<file path="src/logic/axis_flags_pkg.sv">
// constants for the per-axis motion status flag block
package axis_flags_pkg;

	// axis counts
	localparam int unsigned AXES_MAX    = 32;
	localparam int unsigned AXES_MID    = 16;
	localparam int unsigned AXES_SMALL  = 8;

	// apb register byte offsets
	localparam logic [7:0] LOOP_CMD_OFS   = 8'h00;
	localparam logic [7:0] AXIS_CFG_OFS   = 8'h04;
	localparam logic [7:0] SPD_ACC_OFS    = 8'h08;
	localparam logic [7:0] AUTO_DECEL_OFS = 8'h0c;
	localparam logic [7:0] ZERO_ACC_OFS   = 8'h10;
	localparam logic [7:0] LOOP_MON_OFS   = 8'h14;

	// axis range selection codes in the axis configuration register
	localparam logic [1:0] RANGE_32 = 2'h0;
	localparam logic [1:0] RANGE_16 = 2'h1;
	localparam logic [1:0] RANGE_8  = 2'h2;

	// field position of the range code
	localparam int unsigned RANGE_LSB = 0;

	// values after reset
	localparam logic [31:0] FLAGS_RST    = 32'h0000_0000;
	localparam logic [31:0] LOOP_CMD_RST = 32'h0000_0000;
	localparam logic [1:0]  RANGE_RST    = 2'h0;
	localparam logic [31:0] RDATA_RST    = 32'h0000_0000;

endpackage

</file>
<file path="src/logic/axis_motion_status_flags.sv">
// per-axis status flags for a multi-axis motion controller
//
// Added by the designer: the address map and register access over APB.
`timescale 1ns/1ps
// Summary of operation
// - speed-change accepted flag sets when program speed change starts
// - plc-side speed change instruction leaves that flag off
// - auto-decel flag on during positioning or follow-up deceleration
// - follow-up address change mid-deceleration clears auto-decel flag
// - constant speed: flag sets only from final point deceleration start
// - auto-decel flag clears when all starts complete normally
// - advanced s-curve may raise auto-decel flag during acceleration
// - no clear in jog-off, pulse generator, stop decel or zero travel
// - zero-speed flag sets on zero or negative request while started
// - zero-speed flag clears on later speed change or stop-cause end
// - interpolation sets zero-speed flags of all interpolating axes
// - zero request refused after jog-off, auto or stop-cause deceleration
// - new speed request during zero-speed stop clears the flag
// - stop cause after zero-speed accept clears the flag
// - zero request still accepted after follow-up address decel began
// - no restart on follow-up address change while zero-speed accepted
// - loop monitor on for fully closed, off for semi closed
// - loop changing command switches mode; monitor follows
module axis_motion_status_flags #(
	parameter int unsigned NUM_AXES = axis_flags_pkg::AXES_MAX
) (
	// clock, reset, enable
	input  wire logic                clk,
	input  wire logic                rst_n,
	input  wire logic                ce,
	// apb slave
	input  wire logic                psel,
	input  wire logic                penable,
	input  wire logic                pwrite,
	input  wire logic [7:0]          paddr,
	input  wire logic [31:0]         pwdata,
	output logic      [31:0]         prdata,
	output logic                     pready,
	output logic                     pslverr,
	// positioning engine events, one bit per axis
	input  wire logic [NUM_AXES-1:0] start_pulse,
	input  wire logic [NUM_AXES-1:0] start_accept_flag,
	input  wire logic [NUM_AXES-1:0] program_speed_change_instr,
	input  wire logic [NUM_AXES-1:0] plc_speed_change_instr,
	input  wire logic [NUM_AXES-1:0] speed_request_nonpositive,
	input  wire logic [NUM_AXES-1:0] auto_decel_begin,
	input  wire logic [NUM_AXES-1:0] final_point_decel_begin,
	input  wire logic [NUM_AXES-1:0] scurve_early_decel,
	input  wire logic [NUM_AXES-1:0] follow_up_mode,
	input  wire logic [NUM_AXES-1:0] cmd_addr_change,
	input  wire logic [NUM_AXES-1:0] normal_complete,
	input  wire logic [NUM_AXES-1:0] jog_off_decel,
	input  wire logic [NUM_AXES-1:0] pulse_gen_active,
	input  wire logic [NUM_AXES-1:0] stop_decel,
	input  wire logic [NUM_AXES-1:0] stop_cause,
	input  wire logic [NUM_AXES-1:0] stop_cause_done,
	input  wire logic [NUM_AXES-1:0] zero_travel,
	input  wire logic [NUM_AXES-1:0] interp_member,
	input  wire logic [NUM_AXES-1:0] fully_closed_capable,
	// status flags and commands out
	output logic      [NUM_AXES-1:0] speed_change_accepted_flag,
	output logic      [NUM_AXES-1:0] auto_decel_flag,
	output logic      [NUM_AXES-1:0] zero_speed_change_accepted_flag,
	output logic      [NUM_AXES-1:0] loop_monitor_flag,
	output logic      [NUM_AXES-1:0] loop_select,
	output logic      [NUM_AXES-1:0] restart_block
);

	// valid-axis mask for the selected controller size
	function automatic logic [NUM_AXES-1:0] range_mask(
		input logic [1:0] code
	);
		logic [NUM_AXES-1:0] m;
		m = '0;
		for (int i = 0; i < NUM_AXES; i++) begin
			case (code)
				axis_flags_pkg::RANGE_16:
					m[i] = (i < axis_flags_pkg::AXES_MID);
				axis_flags_pkg::RANGE_8:
					m[i] = (i < axis_flags_pkg::AXES_SMALL);
				default:
					m[i] = 1'b1;
			endcase
		end
		return m;
	endfunction

	// widen an axis vector to a bus word
	function automatic logic [31:0] to_word(
		input logic [NUM_AXES-1:0] v
	);
		logic [31:0] w;
		w = '0;
		w[NUM_AXES-1:0] = v;
		return w;
	endfunction

	logic [31:0]         loop_cmd_q;
	logic [1:0]          range_q;
	logic [NUM_AXES-1:0] spd_acc_q;
	logic [NUM_AXES-1:0] auto_q;
	logic [NUM_AXES-1:0] zero_q;
	logic [NUM_AXES-1:0] loop_mon_q;
	logic [NUM_AXES-1:0] loop_sel_q;
	logic [NUM_AXES-1:0] restart_blk_q;
	logic [NUM_AXES-1:0] jog_dec_q;
	logic [NUM_AXES-1:0] stop_dec_q;
	logic [NUM_AXES-1:0] pos_dec_q;
	logic [NUM_AXES-1:0] mask;
	logic [NUM_AXES-1:0] hold_auto;
	logic [NUM_AXES-1:0] auto_set;
	logic [NUM_AXES-1:0] auto_clr;
	logic [NUM_AXES-1:0] zero_req;
	logic [NUM_AXES-1:0] zero_ok;
	logic [NUM_AXES-1:0] zero_set;
	logic [NUM_AXES-1:0] zero_clr;
	logic [NUM_AXES-1:0] spd_set;
	logic [NUM_AXES-1:0] spd_clr;
	logic [NUM_AXES-1:0] spd_d;
	logic [NUM_AXES-1:0] auto_d;
	logic [NUM_AXES-1:0] zero_d;
	logic                interp_zero;
	logic                acc_phase;
	logic [31:0]         rdata_d;
	logic                err_d;
	logic                pready_q;
	logic [31:0]         prdata_q;
	logic                pslverr_q;

	assign mask = range_mask(range_q);

	// speed-change accepted flag events
	// program instruction only
	assign spd_set = program_speed_change_instr & start_accept_flag;
	assign spd_clr = normal_complete | stop_cause_done | start_pulse;

	// automatic deceleration events
	// these conditions suppress clearing
	assign hold_auto = jog_dec_q | stop_dec_q | pulse_gen_active | zero_travel;
	assign auto_set = auto_decel_begin | final_point_decel_begin |
		scurve_early_decel;
	assign auto_clr = ((cmd_addr_change & follow_up_mode) | normal_complete |
		start_pulse) & ~hold_auto;

	// zero-speed request acceptance
	// zero or negative while started
	assign zero_req = program_speed_change_instr | plc_speed_change_instr;
	// refused after jog, auto, stop decel
	assign zero_ok = zero_req & speed_request_nonpositive & start_accept_flag &
		~jog_dec_q & ~stop_dec_q & ~pos_dec_q;
	assign interp_zero = |(zero_ok & interp_member);
	assign zero_set = zero_ok | (interp_member & {NUM_AXES{interp_zero}});
	// later change or stop end clears
	assign zero_clr = (zero_req & ~speed_request_nonpositive) | stop_cause_done |
		stop_cause | start_pulse;

	// keep a flag unless its clear event fired
	function automatic logic [NUM_AXES-1:0] spd_q_hold(
		input logic [NUM_AXES-1:0] q,
		input logic [NUM_AXES-1:0] clr
	);
		return q & ~clr;
	endfunction

	// next flag values, set wins over clear
	// a set and a clear in one cycle leave the flag on, so an event
	// arriving together with its own clear is never lost
	// unused axes forced off
	always_comb begin
		spd_d  = (spd_q_hold(spd_acc_q, spd_clr) | spd_set) & mask;
		auto_d = (spd_q_hold(auto_q, auto_clr) | auto_set) & mask;
		zero_d = (spd_q_hold(zero_q, zero_clr) | zero_set) & mask;
	end

	// jog-off deceleration memory, cleared at each new start
	// it both refuses zero requests and holds the auto flag on
	always_ff @(posedge clk or negedge rst_n) begin
		if (!rst_n) begin
			jog_dec_q <= '0;
		end else if (ce) begin
			jog_dec_q <= (jog_dec_q & ~start_pulse) | jog_off_decel;
		end
	end

	// stop deceleration memory; a stop cause counts as well
	always_ff @(posedge clk or negedge rst_n) begin
		if (!rst_n) begin
			stop_dec_q <= '0;
		end else if (ce) begin
			stop_dec_q <= (stop_dec_q & ~start_pulse) | stop_decel | stop_cause;
		end
	end

	// positioning deceleration memory
	// follow-up deceleration is left out so that a zero request
	// arriving after it is still taken
	always_ff @(posedge clk or negedge rst_n) begin
		if (!rst_n) begin
			pos_dec_q <= '0;
		end else if (ce) begin
			pos_dec_q <= (pos_dec_q & ~start_pulse) |
				((auto_decel_begin | final_point_decel_begin) & ~follow_up_mode);
		end
	end

	// speed-change accepted flag
	// asynchronous reset clears, otherwise clock edges only
	always_ff @(posedge clk or negedge rst_n) begin
		if (!rst_n) begin
			spd_acc_q <= axis_flags_pkg::FLAGS_RST[NUM_AXES-1:0];
		end else if (ce) begin
			spd_acc_q <= spd_d;
		end
	end

	// automatic decelerating flag
	// note: consumers see it early under s-curve acceleration
	always_ff @(posedge clk or negedge rst_n) begin
		if (!rst_n) begin
			auto_q <= axis_flags_pkg::FLAGS_RST[NUM_AXES-1:0];
		end else if (ce) begin
			auto_q <= auto_d;
		end
	end

	// zero-speed change accepted flag
	// the program reads it to tell a zero hold from a finished move
	always_ff @(posedge clk or negedge rst_n) begin
		if (!rst_n) begin
			zero_q <= axis_flags_pkg::FLAGS_RST[NUM_AXES-1:0];
		end else if (ce) begin
			zero_q <= zero_d;
		end
	end

	// restart inhibit on follow-up address change
	// block restart while zero accepted
	always_ff @(posedge clk or negedge rst_n) begin
		if (!rst_n) begin
			restart_blk_q <= '0;
		end else if (ce) begin
			restart_blk_q <= zero_d & follow_up_mode;
		end
	end

	// loop mode select sent to the amplifiers
	// axes without a capable amplifier stay semi closed
	// command bit switches mode
	always_ff @(posedge clk or negedge rst_n) begin
		if (!rst_n) begin
			loop_sel_q <= '0;
		end else if (ce) begin
			loop_sel_q <= loop_cmd_q[NUM_AXES-1:0] & fully_closed_capable & mask;
		end
	end

	// loop monitor echoes the applied mode one cycle later
	// monitor follows capable axes
	always_ff @(posedge clk or negedge rst_n) begin
		if (!rst_n) begin
			loop_mon_q <= '0;
		end else if (ce) begin
			loop_mon_q <= loop_sel_q;
		end
	end

	// apb access phase seen with wait state done
	assign acc_phase = psel & penable & pready_q;

	// loop changing command, one bit per axis, written over apb
	// writes land only at the edge where pready is seen high
	always_ff @(posedge clk or negedge rst_n) begin
		if (!rst_n) begin
			loop_cmd_q <= axis_flags_pkg::LOOP_CMD_RST;
		end else if (ce && acc_phase && pwrite &&
			paddr == axis_flags_pkg::LOOP_CMD_OFS) begin
			loop_cmd_q <= pwdata;
		end
	end

	// controller size selection; code 3 acts as the full range
	always_ff @(posedge clk or negedge rst_n) begin
		if (!rst_n) begin
			range_q <= axis_flags_pkg::RANGE_RST;
		end else if (ce && acc_phase && pwrite &&
			paddr == axis_flags_pkg::AXIS_CFG_OFS) begin
			range_q <= pwdata[axis_flags_pkg::RANGE_LSB +: 2];
		end
	end

	// apb read mux and error decode
	always_comb begin
		rdata_d = '0;
		err_d   = 1'b0;
		case (paddr)
			axis_flags_pkg::LOOP_CMD_OFS:   rdata_d = loop_cmd_q;
			axis_flags_pkg::AXIS_CFG_OFS:   rdata_d = {30'h0, range_q};
			axis_flags_pkg::SPD_ACC_OFS:    rdata_d = to_word(spd_acc_q);
			axis_flags_pkg::AUTO_DECEL_OFS: rdata_d = to_word(auto_q);
			axis_flags_pkg::ZERO_ACC_OFS:   rdata_d = to_word(zero_q);
			axis_flags_pkg::LOOP_MON_OFS:   rdata_d = to_word(loop_mon_q);
			default:                        err_d   = 1'b1;
		endcase
	end

	// apb ready: one wait cycle, a single-cycle pulse per transfer
	// the wait keeps ready and read data straight from flops
	always_ff @(posedge clk or negedge rst_n) begin
		if (!rst_n) begin
			pready_q <= 1'b0;
		end else if (ce) begin
			pready_q <= psel & penable & ~pready_q;
		end
	end

	// apb error for an unmapped offset, alongside ready
	always_ff @(posedge clk or negedge rst_n) begin
		if (!rst_n) begin
			pslverr_q <= 1'b0;
		end else if (ce) begin
			pslverr_q <= psel & penable & ~pready_q & err_d;
		end
	end

	// apb read data, captured in the wait cycle, held until next read
	always_ff @(posedge clk or negedge rst_n) begin
		if (!rst_n) begin
			prdata_q <= axis_flags_pkg::RDATA_RST;
		end else if (ce) begin
			if (psel && penable && !pready_q && !pwrite) begin
				prdata_q <= rdata_d;
			end
		end
	end

	assign prdata                          = prdata_q;
	assign pready                          = pready_q;
	assign pslverr                         = pslverr_q;
	assign speed_change_accepted_flag      = spd_acc_q;
	assign auto_decel_flag                 = auto_q;
	assign zero_speed_change_accepted_flag = zero_q;
	assign loop_monitor_flag               = loop_mon_q;
	assign loop_select                     = loop_sel_q;
	assign restart_block                   = restart_blk_q;

endmodule

</file>
<file path="config.mk">
export PLATFORM = sky130hd
export DESIGN_NAME = axis_motion_status_flags
export DESIGN_NICKNAME = d
export VERILOG_FILES = /design/src/logic/axis_flags_pkg.sv /design/src/logic/axis_motion_status_flags.sv
export SDC_FILE = /design/constraint.sdc
export NUM_CORES = 1
export LEC_CHECK = 0
export BUFFER_PORTS_ARGS = -buffer_cell sky130_fd_sc_hd__buf_4
export CAP_MARGIN = 30
export CELL_PAD_IN_SITES_DETAIL_PLACEMENT = 0
export CELL_PAD_IN_SITES_GLOBAL_PLACEMENT = 1
export CORE_AREA = 2 2 338 340
export DETAILED_ROUTE_END_ITERATION = 10
export DIE_AREA = 0 0 340 342
export PLACE_DENSITY = 0.53
export SLEW_MARGIN = 25
export SYNTH_ARGS = -nofsm -noshare
export SYNTH_HDL_FRONTEND = slang
export SYNTH_SLANG_ARGS = --single-unit
</file>
<file path="constraint.sdc">
create_clock -name clk -period 2.1 [get_ports clk]
set_clock_uncertainty 0.1 [all_clocks]
set_input_delay 0.105 -clock clk [delete_from_list [all_inputs] [get_ports clk]]
set_output_delay 0.105 -clock clk [all_outputs]
set_load 0.01 [all_outputs]
</file>
# After elaboration in Yosys (flattened, before gate mapping)
# Cells that the tools add are included.
[op_classes] bitwise_logic=60 reduce_logical=14 muxes=4 n_eq_ne=7
[ops] op="32-bit AND" n=24
[ops] op="32-bit OR" n=21
[ops] op="32-bit inverter" n=10
[ops] op="32-bit one-hot mux with 6 select lines" n=1
[ops] op="32-bit OR reduction" n=1
[ops] op="8-bit by 4-bit == test with 1-bit output (second input constant)" n=2
[ops] op="8-bit by 5-bit == test with 1-bit output (second input constant)" n=2
[ops] op="8-bit by 3-bit == test with 1-bit output (second input constant)" n=1
[ops] op="8-bit logical NOT" n=1
[ops] op="1-bit logical AND" n=7
[ops] op="6-bit OR reduction" n=1
[ops] op="1-bit AND" n=4
[ops] op="1-bit two-way mux" n=3
[ops] op="2-bit by 1-bit == test with 1-bit output (second input constant)" n=1
[ops] op="2-bit == test (second input constant)" n=1
[ops] op="1-bit logical NOT" n=2
[ops] op="2-bit AND reduction" n=1
[ops] op="2-bit OR reduction" n=1
[ops] op="1-bit inverter" n=1
[word_totals] reg_bits=356 output_inout_bits=226 in_bits=654

# Depth between registers and ports, before layout
# Gate-level depths: netlist (run 1).
[depth] ltp_word=13 mapped_depth=9

# Least setup slack after synthesis (run 1)
# Ideal clock, no wire load.
[synth_timing] path_kind="register -> register" start="register range_q[0]" end="register restart_blk_q[21] (netlist: restart_block[21])" arrival_ns=1.982 required_ns=1.917 path_stages_with_launch=10 period_less_slack_ns=2.164 path_slack_ns=-0.064 path_cell_list="dfrtp_1 inv_1 ha_1 clkbuf_1 inv_1 nor2_1 clkbuf_1 clkbuf_1 nand3_1 o21ai_0"
[synth_via] elab_chain_cells=5
[synth_lines] element="from (decl)" line_no="axis_motion_status_flags.sv:99" text="logic [1:0] range_q;"
[synth_lines] element="from (signal assigned)" line_no="axis_motion_status_flags.sv:284" text="range_q <= axis_flags_pkg::RANGE_RST;"
[synth_lines] element="from (signal assigned)" line_no="axis_motion_status_flags.sv:287" text="range_q <= pwdata[axis_flags_pkg::RANGE_LSB +: 2];"
[synth_lines] element="2-bit == test / 2-bit by 1-bit == test with 1-bit output (equally long branches)" line_no="axis_motion_status_flags.sv:76" text="case (code)"
[synth_lines] element="2-bit OR reduction (no line) *"
[synth_lines] element="1-bit two-way mux *" line_no="axis_motion_status_flags.sv:76"
[synth_lines] element="32-bit AND *" line_no="axis_motion_status_flags.sv:172" text="zero_d = (spd_q_hold(zero_q, zero_clr) | zero_set) & mask;"
[synth_lines] element="32-bit AND *" line_no="axis_motion_status_flags.sv:242" text="restart_blk_q <= zero_d & follow_up_mode;"
[synth_lines] element="to (signal assigned)" line_no="axis_motion_status_flags.sv:242"
[synth_lines] element="to (decl)" line_no="axis_motion_status_flags.sv:105" text="logic [NUM_AXES-1:0] restart_blk_q;"
# Mark *: on every way between the ends. The rest lies on a longest branch, timed or not.
# A chain may end at the register's enable or synchronous reset.

# Worst setup path after layout (run 1)
[layout_timing] start="register jog_dec_q[3]" end="register zero_q[24] (netlist: zero_speed_change_accepted_flag[24])"
[layout_via] elab_chain_cells=10
[layout_lines] element="from (decl)" line_no="axis_motion_status_flags.sv:106" text="logic [NUM_AXES-1:0] jog_dec_q;"
[layout_lines] element="from (signal assigned)" line_no="axis_motion_status_flags.sv:181" text="jog_dec_q <= (jog_dec_q & ~start_pulse) | jog_off_decel;"
[layout_lines] element="32-bit inverter" line_no="axis_motion_status_flags.sv:150" text="~jog_dec_q & ~stop_dec_q & ~pos_dec_q;"
[layout_lines] element="32-bit AND" line_no="axis_motion_status_flags.sv:149" text="assign zero_ok = zero_req & speed_request_nonpositive & start_accept_flag &"
[layout_lines] element="32-bit AND (2 in series)" line_no="axis_motion_status_flags.sv:150"
[layout_lines] element="32-bit AND" line_no="axis_motion_status_flags.sv:151" text="assign interp_zero = |(zero_ok & interp_member);"
[layout_lines] element="32-bit OR reduction" line_no="axis_motion_status_flags.sv:151"
[layout_lines] element="32-bit AND" line_no="axis_motion_status_flags.sv:152" text="assign zero_set = zero_ok | (interp_member & {NUM_AXES{interp_zero}});"
[layout_lines] element="32-bit OR" line_no="axis_motion_status_flags.sv:152"
[layout_lines] element="32-bit OR" line_no="axis_motion_status_flags.sv:172"
[layout_lines] element="32-bit AND" line_no="axis_motion_status_flags.sv:172"
[layout_lines] element="to (signal assigned)" line_no="axis_motion_status_flags.sv:230" text="zero_q <= axis_flags_pkg::FLAGS_RST[NUM_AXES-1:0];"
[layout_lines] element="to (signal assigned)" line_no="axis_motion_status_flags.sv:232" text="zero_q <= zero_d;"
[layout_lines] element="to (decl)" line_no="axis_motion_status_flags.sv:102" text="logic [NUM_AXES-1:0] zero_q;"
# Every way passes these cells.

==> results of run 1 <==
## power groups by stage
stage / combinational (uW) / sequential (uW) / clock [uW]
after floorplan: 1100 / 8070 / 0
after global placement: 4490 / 8120 / 0
after detailed placement: 4490 / 8130 / 0
after CTS: 6110 / 8010 / 8020
after global routing: 6570 / 8100 / 8290
final: 6160 / 8040 / 7820
## cell usage in the layout, fill, tap and decap left out, types with 10 or more instances in the layout
| cell | n |
|---|---|
| sky130_fd_sc_hd__o21ai_1 | 25 |
| sky130_fd_sc_hd__a211oi_1 | 23 |
| sky130_fd_sc_hd__nor4b_1 | 32 |
| sky130_fd_sc_hd__o21ai_2 | 38 |
| sky130_fd_sc_hd__a211o_1 | 10 |
| sky130_fd_sc_hd__mux2i_1 | 22 |
| sky130_fd_sc_hd__mux2_1 | 30 |
| sky130_fd_sc_hd__nor4_1 | 29 |
| sky130_fd_sc_hd__dlygate4sd3_1 | 696 |
| sky130_fd_sc_hd__mux2_2 | 47 |
| sky130_fd_sc_hd__buf_12 | 34 |
| sky130_fd_sc_hd__nor3_1 | 45 |
| sky130_fd_sc_hd__nor4_4 | 13 |
| sky130_fd_sc_hd__nor4_2 | 14 |
| sky130_fd_sc_hd__a22oi_1 | 42 |
| sky130_fd_sc_hd__inv_1 | 35 |
| sky130_fd_sc_hd__a32o_1 | 31 |
| sky130_fd_sc_hd__nor2_1 | 120 |
| sky130_fd_sc_hd__a221oi_1 | 31 |
| sky130_fd_sc_hd__nand2b_1 | 22 |
| sky130_fd_sc_hd__nand3_1 | 48 |
| sky130_fd_sc_hd__a22o_1 | 32 |
| sky130_fd_sc_hd__nand2_1 | 185 |
| sky130_fd_sc_hd__clkbuf_1 | 14 |
| sky130_fd_sc_hd__o31ai_1 | 49 |
| sky130_fd_sc_hd__dfrtp_1 | 355 |
| sky130_fd_sc_hd__clkbuf_16 | 52 |
| sky130_fd_sc_hd__nand4_1 | 20 |
| sky130_fd_sc_hd__o41ai_1 | 15 |
| sky130_fd_sc_hd__o21ai_0 | 124 |
| sky130_fd_sc_hd__buf_4 | 1069 |
| sky130_fd_sc_hd__a21oi_1 | 105 |
| sky130_fd_sc_hd__o221a_2 | 20 |
## layout make-up
| cell class | instances | area [um2] |
|---|---|---|
| diodes | 5 | 12.51 |
| clock buffers | 70 | 1364 |
| clock inverters | 9 | 65.06 |
| fillers | 11790 | 76030 |
| inverters | 37 | 147.6 |
| multi-input cells | 1277 | 8780 |
| flip-flops and latches | 356 | 8910 |
| well taps | 1512 | 1892 |
| repair buffers | 1810 | 15910 |
## cells by family (layout without fill, tap and decap cells)
| family | Yosys count | after routing | share of synthesized area, % |
|---|---|---|---|
| buf+inv | 136 | 1926 | 3.096 |
| compound gates | 585 | 585 | 22.65 |
| flops | 356 | 356 | 50.91 |
| mux | 99 | 99 | 6.214 |
| other cells | 0 | 5 | 0 |
| simple gates | 592 | 592 | 17.06 |
| fa+ha+maj | 1 | 1 | 0.07149 |
## synth_stat cells (all sizes together), types with 22 or more instances
cell type / count
dfrtp: 356
a21oi: 105
a211oi: 23
nor2: 123
o21ai: 187
nor4b: 36
nor4: 56
o31ai: 49
nand2b: 29
nand2: 186
a32o: 32
a221oi: 31
mux2: 77
mux2i: 22
inv: 37
nor3: 48
o41ai: 24
nand3: 48
a22oi: 42
clkbuf: 82
a22o: 32
## path summary, 6_finish.rpt
check                                              from                                               to  slack, ns  cells past startpoint
max in group asynchronous                         rst_n                   auto_decel_flag[8]$_DFFE_PN0P_       1.26                      3
min                                pulse_gen_active[31]                  auto_decel_flag[31]$_DFFE_PN0P_     -0.007                      5
min reg2reg                restart_block[4]$_DFFE_PN0P_                     restart_block[4]$_DFFE_PN0P_       0.39                      2
min in group asynchronous                         rst_n                loop_monitor_flag[11]$_DFFE_PN0P_       0.19                      3
max reg2reg                    jog_dec_q[3]$_DFFE_PN0P_  zero_speed_change_accepted_flag[24]$_DFFE_PN0P_      -0.14                      9
max                            jog_dec_q[3]$_DFFE_PN0P_  zero_speed_change_accepted_flag[24]$_DFFE_PN0P_      -0.14                      9
## flip-flops by register name (all words and copies together), names as in the netlist
name	flops
stop_dec_q	32
loop_select	32
speed_change_accepted_flag	32
pready	1
restart_block	32
range_q	2
pslverr	1
pos_dec_q	32
jog_dec_q	32
loop_monitor_flag	32
zero_speed_change_accepted_flag	32
prdata	32
auto_decel_flag	32
loop_cmd_q	32
## metal layers
metal	track usage [%]	wire [um]
met2	34.28	59390
met4	5.236	3328
met3	3.434	7042
met1	27.42	55910
met5	0	30
## worst register-to-register path, stage by stage, from the launching register on
cell and delay (ns):
sky130_fd_sc_hd__dfrtp_1 0.38, sky130_fd_sc_hd__or4b_4 0.56, sky130_fd_sc_hd__nor3_4 0.26, sky130_fd_sc_hd__nor4_2 0.09, sky130_fd_sc_hd__nand4_1 0.17, sky130_fd_sc_hd__nor4_4 0.06, sky130_fd_sc_hd__buf_6 0.15, sky130_fd_sc_hd__buf_12 0.14
sky130_fd_sc_hd__buf_16 0.15, sky130_fd_sc_hd__o21ai_2 0.10
## metrics by stage
step | std cells | total power [uW]
3_5_place_dp | 4279 | 12620
4_1_cts | 5061 | 22150
6_report | 5076 | 22010
3_3_place_gp | 4279 | 12600
5_1_grt | 5075 | 22950
2_1_floorplan | 1769 | 9176
## timing repair
item                                   CTS  global route
buffers inserted                         7            12
resized for setup                      142            48
hold buffers                           697             0
pin swaps                               49            18
setup endpoints to repair               65            80
cloned                                   4             4
endpoints found under the hold margin  678             0
==> results.json, run 1 <==
{
  "power.share.switching_pct": 30.45,
  "cpMaxStageDelayCell": "sky130_fd_sc_hd__or4b_4",
  "postLayoutCoreUtil_pct": 32.78,
  "start_kind": "register",
  "first_iter_violations": 1403,
  "dpl.hpwl_um": 97560,
  "final-setup-viol-count": 64,
  "initial_antenna_violation_count": 17,
  "detail_route.vias_per_cell": 4.482,
  "grt_util_all_layers_pct": 20.53,
  "finalWirelength_um": 125700,
  "report.final.slew_viol_count": 0,
  "min_period_ns": 2.240,
  "worstHoldPathType": "primary input to register",
  "cts_sinks": 356,
  "p_switching_uw": 6704,
  "critical_path_peak_fanout": 6,
  "drc_errors": 0,
  "crit_buf_inv": 3,
  "synth.distinct_cells": 51,
  "postSynthNetCount": 2424,
  "max_slew_margin_pct": 46.80,
  "timing.final.hold_violations": 1,
  "share_seq_of_total_power_pct": 36.5,
  "cts_inserted_buffers": 47,
  "worst_ep_required_time_ns": 2.53,
  "gp_congestion": 0.9133,
  "max-clock-path-buffers": 3,
  "rows": 124,
  "cpLargestDelayFamily": "simple AND/OR/NAND/NOR gates",
  "whs_ns": -0.006817,
  "run_status": "finished, violations left",
  "syn_area_um2": 17500,
  "worstSkewPairLatency_ns": 0.62,
  "clock-root-buffer": "sky130_fd_sc_hd__clkbuf_16",
  "prevailing_post_synth_register_cell": "sky130_fd_sc_hd__dfrtp_1",
  "synth_warnings": 0,
  "placeableCoreArea_um2": 113100,
  "async_flop_share_pct": 100.0,
  "synth_seq_area_share_pct": 50.91,
  "ys_seq_elements": 356,
  "synth_edf_count": 0,
  "detailroute.via_count": 22750,
  "initial_core_util_pct": 15.47,
  "die_area_um2": 116300,
  "clockPowerShare_pct": 35.5,
  "critPathMaxStageDelay_ns": 0.56,
  "first_global_vias": 24030,
  "final.period_utilization_pct": 106.6,
  "synth_largest_type_area_fraction_pct": 50.91,
  "postSynthCellCount": 1769,
  "path_class": "register to register",
  "antenna_violating_nets_post_route": 0,
  "floorplan.die.width_um": 340,
  "leakagePower_uw": 0.01671,
  "grt_start_max_net_pins": 76,
  "clock_pin_slew_of_the_registers_on_the_worst_case_setup_and_hold_paths_ns": 0.06,
  "tightest_slew_ns": 0.7980,
  "yosys.area.top_type": "sky130_fd_sc_hd__dfrtp_1",
  "grt_setup_unrepaired": "true",
  "tritoncts": "yes",
  "placed_standard_cell_area_um2": 27670,
  "dp_slack_ns": -0.7846,
  "setup_total_negative_slack_ns": -4.550,
  "placement.io_buffers": 879,
  "grt_pass1_wl_um": 173700,
  "die_h_um": 342,
  "synth.top_cells.by_area": "sky130_fd_sc_hd__dfrtp_1, sky130_fd_sc_hd__o21ai_0, sky130_fd_sc_hd__nand2_1, sky130_fd_sc_hd__mux2_2, sky130_fd_sc_hd__a21oi_1",
  "syn2layout_area_growth_pct": 111.9,
  "drt-pass1-iter-count": 5,
  "nets": 4184,
  "postLayoutSetupSlackWorst_ns": -0.1396,
  "grt_remaining_overflow": 0,
  "drive_gt1_share_pct": 38.41,
  "violations": "hold timing, setup timing",
  "internal_power_uw": 15310,
  "power_density_nw_per_um2": 593.7,
  "cap_viol_max_count": 0,
  "achievable-frequency_ghz": 0.4465,
  "ir_worst_vdd_mv": 0.4607,
  "htreeDepth": 2,
  "wire_length_per_cell_after_detailed_routing_um": 24.76,
  "syn_avg_cell_area_um2": 9.891,
  "timing.critical_path.cells": "or4b_4, nor3_4, nor4_2, nand4_1, nor4_4, buf_6, buf_12, buf_16, o21ai_2",
  "cp.arrival_ns": 2.67,
  "top_level_ports": 880,
  "combPwrFrac_pct": 28.0,
  "layout.cell_area.non_filler_um2": 37080,
  "timing.critical_path.to_type": "register"
}
(Power assumes the default switching activity.)
==> run 2: changes to the inputs <==
--- a/config.mk
+++ b/config.mk
@@ -7,12 +7,12 @@
 export LEC_CHECK = 0
 export BUFFER_PORTS_ARGS = -buffer_cell sky130_fd_sc_hd__buf_4
 export CAP_MARGIN = 30
-export CELL_PAD_IN_SITES_DETAIL_PLACEMENT = 0
-export CELL_PAD_IN_SITES_GLOBAL_PLACEMENT = 1
-export CORE_AREA = 2 2 338 340
+export CELL_PAD_IN_SITES_DETAIL_PLACEMENT = 2
+export CELL_PAD_IN_SITES_GLOBAL_PLACEMENT = 2
+export CORE_AREA = 2 2 346 348
 export DETAILED_ROUTE_END_ITERATION = 10
-export DIE_AREA = 0 0 340 342
-export PLACE_DENSITY = 0.53
+export DIE_AREA = 0 0 348 350
+export PLACE_DENSITY = 0.6
 export SLEW_MARGIN = 25
 export SYNTH_ARGS = -nofsm -noshare
 export SYNTH_HDL_FRONTEND = slang
==> results.json, run 2 (same netlist as run 1, synthesis figures left out) <==
{
  "max_slew_margin_pct": 36.82,
  "leakagePower_uw": 0.01680,
  "multi_input_logic_area_um2": 8617,
  "layout_common_cells": "sky130_fd_sc_hd__buf_4, sky130_fd_sc_hd__dlygate4sd3_1, sky130_fd_sc_hd__dfrtp_1",
  "placeableCoreArea_um2": 117800,
  "timing.final.hold_violations": 0,
  "worstHoldPathType": "primary input to register",
  "clock-root-buffer": "sky130_fd_sc_hd__clkbuf_16",
  "fill_cells": 12860,
  "worstSkewPairLatency_ns": 0.62,
  "fin_cells": 5138,
  "cts_sinks": 356,
  "grt_start_max_net_pins": 69,
  "run_status": "finished, violations left",
  "placement.io_buffers": 879,
  "antenna_violating_nets_post_route": 0,
  "first_iter_violations": 1636,
  "htreeDepth": 2,
  "achievable-frequency_ghz": 0.4353,
  "initial_antenna_violation_count": 37,
  "floorplan.die.width_um": 348,
  "rows": 126,
  "die_h_um": 350,
  "timing.critical_path.to_type": "register",
  "worst_ep_required_time_ns": 2.52,
  "cts_inserted_buffers": 49,
  "setup_total_negative_slack_ns": -8.751,
  "clock_pin_slew_of_the_registers_on_the_worst_case_setup_and_hold_paths_ns": 0.07,
  "final.period_utilization_pct": 109.4,
  "start_kind": "register",
  "drc_errors": 0,
  "tritoncts": "yes",
  "wire_length_per_cell_after_detailed_routing_um": 29.60,
  "violations": "setup timing",
  "fin_total_pwr_uw": 23200,
  "tightest_slew_ns": 0.9377,
  "path_class": "register to register",
  "first_global_vias": 27510,
  "critical_path_peak_fanout": 8,
  "register_area_um2": 8910,
  "dpl.hpwl_um": 108200,
  "drt-pass1-iter-count": 5,
  "post-place-cells": 4303,
  "cap_viol_max_count": 0,
  "finalWirelength_um": 152100,
  "syn2layout_area_growth_pct": 112.9,
  "cp.arrival_ns": 2.72,
  "report.final.slew_viol_count": 0,
  "power_density_nw_per_um2": 622.8,
  "grt_remaining_overflow": 0,
  "layout_commonest_cell": "sky130_fd_sc_hd__buf_4",
  "gp_congestion": 0.8704,
  "detail_route.vias_per_cell": 4.702,
  "min_period_ns": 2.297,
  "nets": 4204,
  "grt_pass1_wl_um": 208100,
  "max-clock-path-buffers": 3,
  "postLayoutSetupSlackWorst_ns": -0.1971,
  "die_area_um2": 121800,
  "ir_worst_vdd_mv": 0.5304,
  "initial_core_util_pct": 14.86,
  "detailroute.via_count": 24160,
  "dp_slack_ns": -0.7468,
  "drive_gt1_share_pct": 37.71,
  "top_level_ports": 880,
  "final-setup-viol-count": 65,
  "grt_setup_unrepaired": "true",
  "grt_util_all_layers_pct": 23.78
}
==> run 2: changes by cell type in the layout (fill, tap and decap cells not counted), moves of 4 or more <==
cell and delta:
sky130_fd_sc_hd__o21ai_2 -16, sky130_fd_sc_hd__clkbuf_8 +6, sky130_fd_sc_hd__nor4_1 +6, sky130_fd_sc_hd__o21ai_1 +20, sky130_fd_sc_hd__o21ai_0 -4, sky130_fd_sc_hd__dlygate4sd3_1 +16, sky130_fd_sc_hd__o41ai_1 +7, sky130_fd_sc_hd__nor4_2 -4
sky130_fd_sc_hd__o41ai_2 -6, sky130_fd_sc_hd__diode_2 +12
==> run 2: area by class of cell <==
type | instances | area share [%]
flip-flops and latches | 356 | 23.92
well taps | 1536 | 5.160
diodes | 17 | 0.1142
clock inverters | 10 | 0.2419
multi-input cells | 1277 | 23.13
inverters | 37 | 0.3930
clock buffers | 77 | 4.008
repair buffers | 1828 | 43.03
==> run 2: timing repair <==
action                                 in CTS  in global routing
pin swaps                                   7                 25
endpoints found under the hold margin     680                  6
buffers inserted                            2                 14
setup endpoints to repair                  66                 75
gates cloned                                1                  5
gates resized for setup                    92                 75
hold buffers                              710                  9
==> run 2: metal layers <==
layer  vias to the layer above  track usage [%]  wire, um
met3                       342            5.480     10110
met5                         -                0       101
met1                     12410            28.88     61890
met2                      1056            40.56     73740
li1                      10330                -         -
met4                        16            9.444      6229
==> run 2: path summary, 6_finish.rpt <==
kind / slack [ns] / to / cells past startpoint / from
worst min-delay path: 0.01 / auto_decel_flag[14]$_DFFE_PN0P_ / 6 / cmd_addr_change[14]
worst max register to register: -0.20 / restart_block[12]$_DFFE_PN0P_ / 9 / jog_dec_q[3]$_DFFE_PN0P_
worst min register to register: 0.40 / restart_block[5]$_DFFE_PN0P_ / 2 / restart_block[5]$_DFFE_PN0P_
min in group asynchronous: 0.16 / restart_block[16]$_DFFE_PN0P_ / 3 / rst_n
worst max-delay path: -0.20 / restart_block[12]$_DFFE_PN0P_ / 9 / jog_dec_q[3]$_DFFE_PN0P_
max in group asynchronous: 1.26 / loop_select[23]$_DFFE_PN0P_ / 3 / rst_n
==> run 2: where the power goes <==
part	internal [uW]	switching [uW]	leakage, uW	total, uW
clock network	4970	3610	0.000785	8580
logic	3430	3070	0.0116	6500
registers	7450	667	0.00442	8120
total	15800	7350	0.0168	23200
==> run 2: critical path, cell delays in order (launching register included) <==
cell and delay (ns):
sky130_fd_sc_hd__dfrtp_1 0.41, sky130_fd_sc_hd__or4b_4 0.52, sky130_fd_sc_hd__nor3_4 0.24, sky130_fd_sc_hd__buf_6 0.15, sky130_fd_sc_hd__nor4_4 0.04, sky130_fd_sc_hd__nand4_1 0.14, sky130_fd_sc_hd__nor4_4 0.08, sky130_fd_sc_hd__buf_12 0.16
sky130_fd_sc_hd__clkbuf_16 0.17, sky130_fd_sc_hd__o21ai_1 0.16
==> run 2: through the flow <==
step | util [%] | hold WS [ns] | area, um2
final | 31.63 | 0.01276 | 37250
after global routing | 31.62 | 0.03066 | 37240
after CTS | 31.13 | 0.007520 | 36660
after detailed placement | 23.55 | -0.02550 | 27730
after global placement | 23.54 | -0.02239 | 27720
after floorplan | - | -0.2906 | 17500
==> run 3: changes to the inputs <==
--- a/config.mk
+++ b/config.mk
@@ -5,7 +5,7 @@
 export SDC_FILE = /design/constraint.sdc
 export NUM_CORES = 1
 export LEC_CHECK = 0
-export BUFFER_PORTS_ARGS = -buffer_cell sky130_fd_sc_hd__buf_4
+export BUFFER_PORTS_ARGS = -buffer_cell sky130_fd_sc_hd__buf_2
 export CAP_MARGIN = 30
 export CELL_PAD_IN_SITES_DETAIL_PLACEMENT = 2
 export CELL_PAD_IN_SITES_GLOBAL_PLACEMENT = 2
==> results.json, run 3 (same netlist as run 1, synthesis figures left out) <==
{
  "hold_path_depth": 4,
  "final-setup-viol-count": 64,
  "crit_buf_inv": 3,
  "detail_route.vias_per_cell": 4.720,
  "nets": 4197,
  "cts_sinks": 356,
  "critical_path_peak_fanout": 10,
  "initial_antenna_violation_count": 49,
  "drt-pass1-iter-count": 5,
  "cpLargestDelayFamily": "simple AND/OR/NAND/NOR gates",
  "first_global_vias": 27370,
  "path_class": "register to register",
  "initial_core_util_pct": 14.86,
  "run_status": "finished, violations left",
  "postLayoutSetupSlackWorst_ns": -0.1656,
  "final.period_utilization_pct": 107.9,
  "grt_setup_unrepaired": "true",
  "grt_util_all_layers_pct": 23.35,
  "placeableCoreArea_um2": 117800,
  "min_period_ns": 2.266,
  "fin_total_pwr_uw": 22360,
  "worst_ep_required_time_ns": 2.48,
  "cts_inserted_buffers": 48,
  "placement.io_buffers": 879,
  "finalWirelength_um": 150200,
  "rows": 126,
  "ir_worst_vdd_mv": 0.5013,
  "first_iter_violations": 1443,
  "wire_length_per_cell_after_detailed_routing_um": 29.17,
  "cp.arrival_ns": 2.64,
  "cp.depth": 9,
  "detailroute.via_count": 24290,
  "tightest_slew_ns": 0.8823,
  "start_kind": "register",
  "grt_start_max_net_pins": 110,
  "htreeDepth": 2,
  "postLayoutCoreUtil_pct": 29.74,
  "timing.final.hold_violations": 0,
  "worstSkewPairLatency_ns": 0.62,
  "power_density_nw_per_um2": 638.4,
  "leakagePower_uw": 0.01608,
  "antenna_violating_nets_post_route": 0,
  "layout_common_cells": "sky130_fd_sc_hd__buf_2, sky130_fd_sc_hd__dlygate4sd3_1, sky130_fd_sc_hd__dfrtp_1",
  "drc_errors": 0,
  "max_slew_margin_pct": 41.18,
  "top_level_ports": 880,
  "timing.critical_path.to_type": "register",
  "cap_viol_max_count": 0,
  "report.final.slew_viol_count": 0,
  "max-clock-path-buffers": 3,
  "violations": "setup timing",
  "achievable-frequency_ghz": 0.4414,
  "gp_congestion": 0.8748,
  "drive_gt1_share_pct": 37.98,
  "clock-root-buffer": "sky130_fd_sc_hd__clkbuf_16",
  "grt_remaining_overflow": 0,
  "die_h_um": 350,
  "critPathMaxStageDelay_ns": 0.38,
  "dpl.hpwl_um": 105600,
  "cpMaxStageDelayCell": "sky130_fd_sc_hd__nor4_4",
  "syn2layout_area_growth_pct": 100.2,
  "clock_pin_slew_of_the_registers_on_the_worst_case_setup_and_hold_paths_ns": 0.07,
  "dp_slack_ns": -0.7733,
  "fill_cells": 13070,
  "floorplan.die.width_um": 348,
  "die_area_um2": 121800,
  "worstHoldPathType": "primary input to register",
  "layout_commonest_cell": "sky130_fd_sc_hd__buf_2",
  "grt_pass1_wl_um": 204500,
  "tritoncts": "yes",
  "critical_path.most_common_cell": "sky130_fd_sc_hd__nor4_4",
  "timing.reg2reg.worst_path_depth": 9,
  "timing.critical_path.cells": "nand2b_4, nor4_4, buf_4, nor4_2, nand4_1, nor4_4, buf_12, clkbuf_16, o21ai_1"
}
==> run 3: cell types whose count changed in the layout (fill, tap and decap cells not counted), moves of 9 or more <==
cell / before / now
sky130_fd_sc_hd__buf_2: 1 / 876
sky130_fd_sc_hd__o21ai_1: 45 / 36
sky130_fd_sc_hd__nor4_1: 35 / 26
sky130_fd_sc_hd__diode_2: 17 / 33
sky130_fd_sc_hd__o21ai_2: 22 / 33
sky130_fd_sc_hd__buf_4: 1072 / 200
==> run 3: worst reg2reg max path: stages, from the launching register on <==
cell                        delay [ns]
sky130_fd_sc_hd__dfrtp_1          0.36
sky130_fd_sc_hd__nand2b_4         0.15
sky130_fd_sc_hd__nor4_4           0.06
sky130_fd_sc_hd__buf_4            0.16
sky130_fd_sc_hd__nor4_2           0.25
sky130_fd_sc_hd__nand4_1          0.18
sky130_fd_sc_hd__nor4_4           0.38
sky130_fd_sc_hd__buf_12           0.22
sky130_fd_sc_hd__clkbuf_16        0.19
sky130_fd_sc_hd__o21ai_1          0.08
==> run 3: final timing paths <==
path	start	end	slack, ns
worst min register to register	pslverr$_DFFE_PN0P_	pslverr$_DFFE_PN0P_	0.40
worst max register to register	pos_dec_q[8]$_DFFE_PN0P_	restart_block[23]$_DFFE_PN0P_	-0.17
worst min-delay path	speed_request_nonpositive[5]	zero_speed_change_accepted_flag[5]$_DFFE_PN0P_	0.04
min in group asynchronous	rst_n	jog_dec_q[11]$_DFFE_PN0P_	0.21
max in group asynchronous	rst_n	stop_dec_q[1]$_DFFE_PN0P_	1.27
worst max-delay path	pos_dec_q[8]$_DFFE_PN0P_	restart_block[23]$_DFFE_PN0P_	-0.17
==> run 3: timing repair <==
action,CTS,global route
endpoints found under the hold margin,676,2
pin swaps,20,44
buffers inserted,2,12
endpoints found under the setup margin,64,77
cloned,2,3
resized for setup,88,109
hold buffers,707,5
==> run 3: stage by stage <==
step	std cells	setup TNS [ns]	hold WS, ns	cell area (um2)
2_1_floorplan	1769	0	-0.2906	17500
3_3_place_gp	4303	-56.26	-0.03831	25460
6_report	5147	-7.498	0.03827	35030
5_1_grt	5139	-16.38	0.03487	35010
4_1_cts	5100	-11.13	0.0001704	34430
3_5_place_dp	4305	-59.40	-0.03302	25470
==> run 3: report_power, final <==
group	switching, uW	internal (uW)
Clock	3590	4750
Combinational	3080	2880
Sequential	615	7450
==> run 3: cell type report <==
class	count	area, um2	share of cell area [%]
antenna	33	82.58	0.2357
clock buffer	81	1478	4.218
clock inverter	5	36.28	0.1036
inverter	37	143.9	0.4108
multi-input combinational	1277	8743	24.96
sequential	356	8909	25.43
tap	1536	1922	5.486
timing repair buffer	1822	13710	39.15
==> run 3: layer usage <==
layer	global-route usage (%)	vias to the layer above	share of wire [%]	routed length [um]
met5	0	-	0.045	68
met4	10.55	10	5.2	7794
met3	4.236	388	6.0	9014
met2	39.04	1146	47	71140
met1	29.23	12420	41	62150
li1	-	10330	-	-
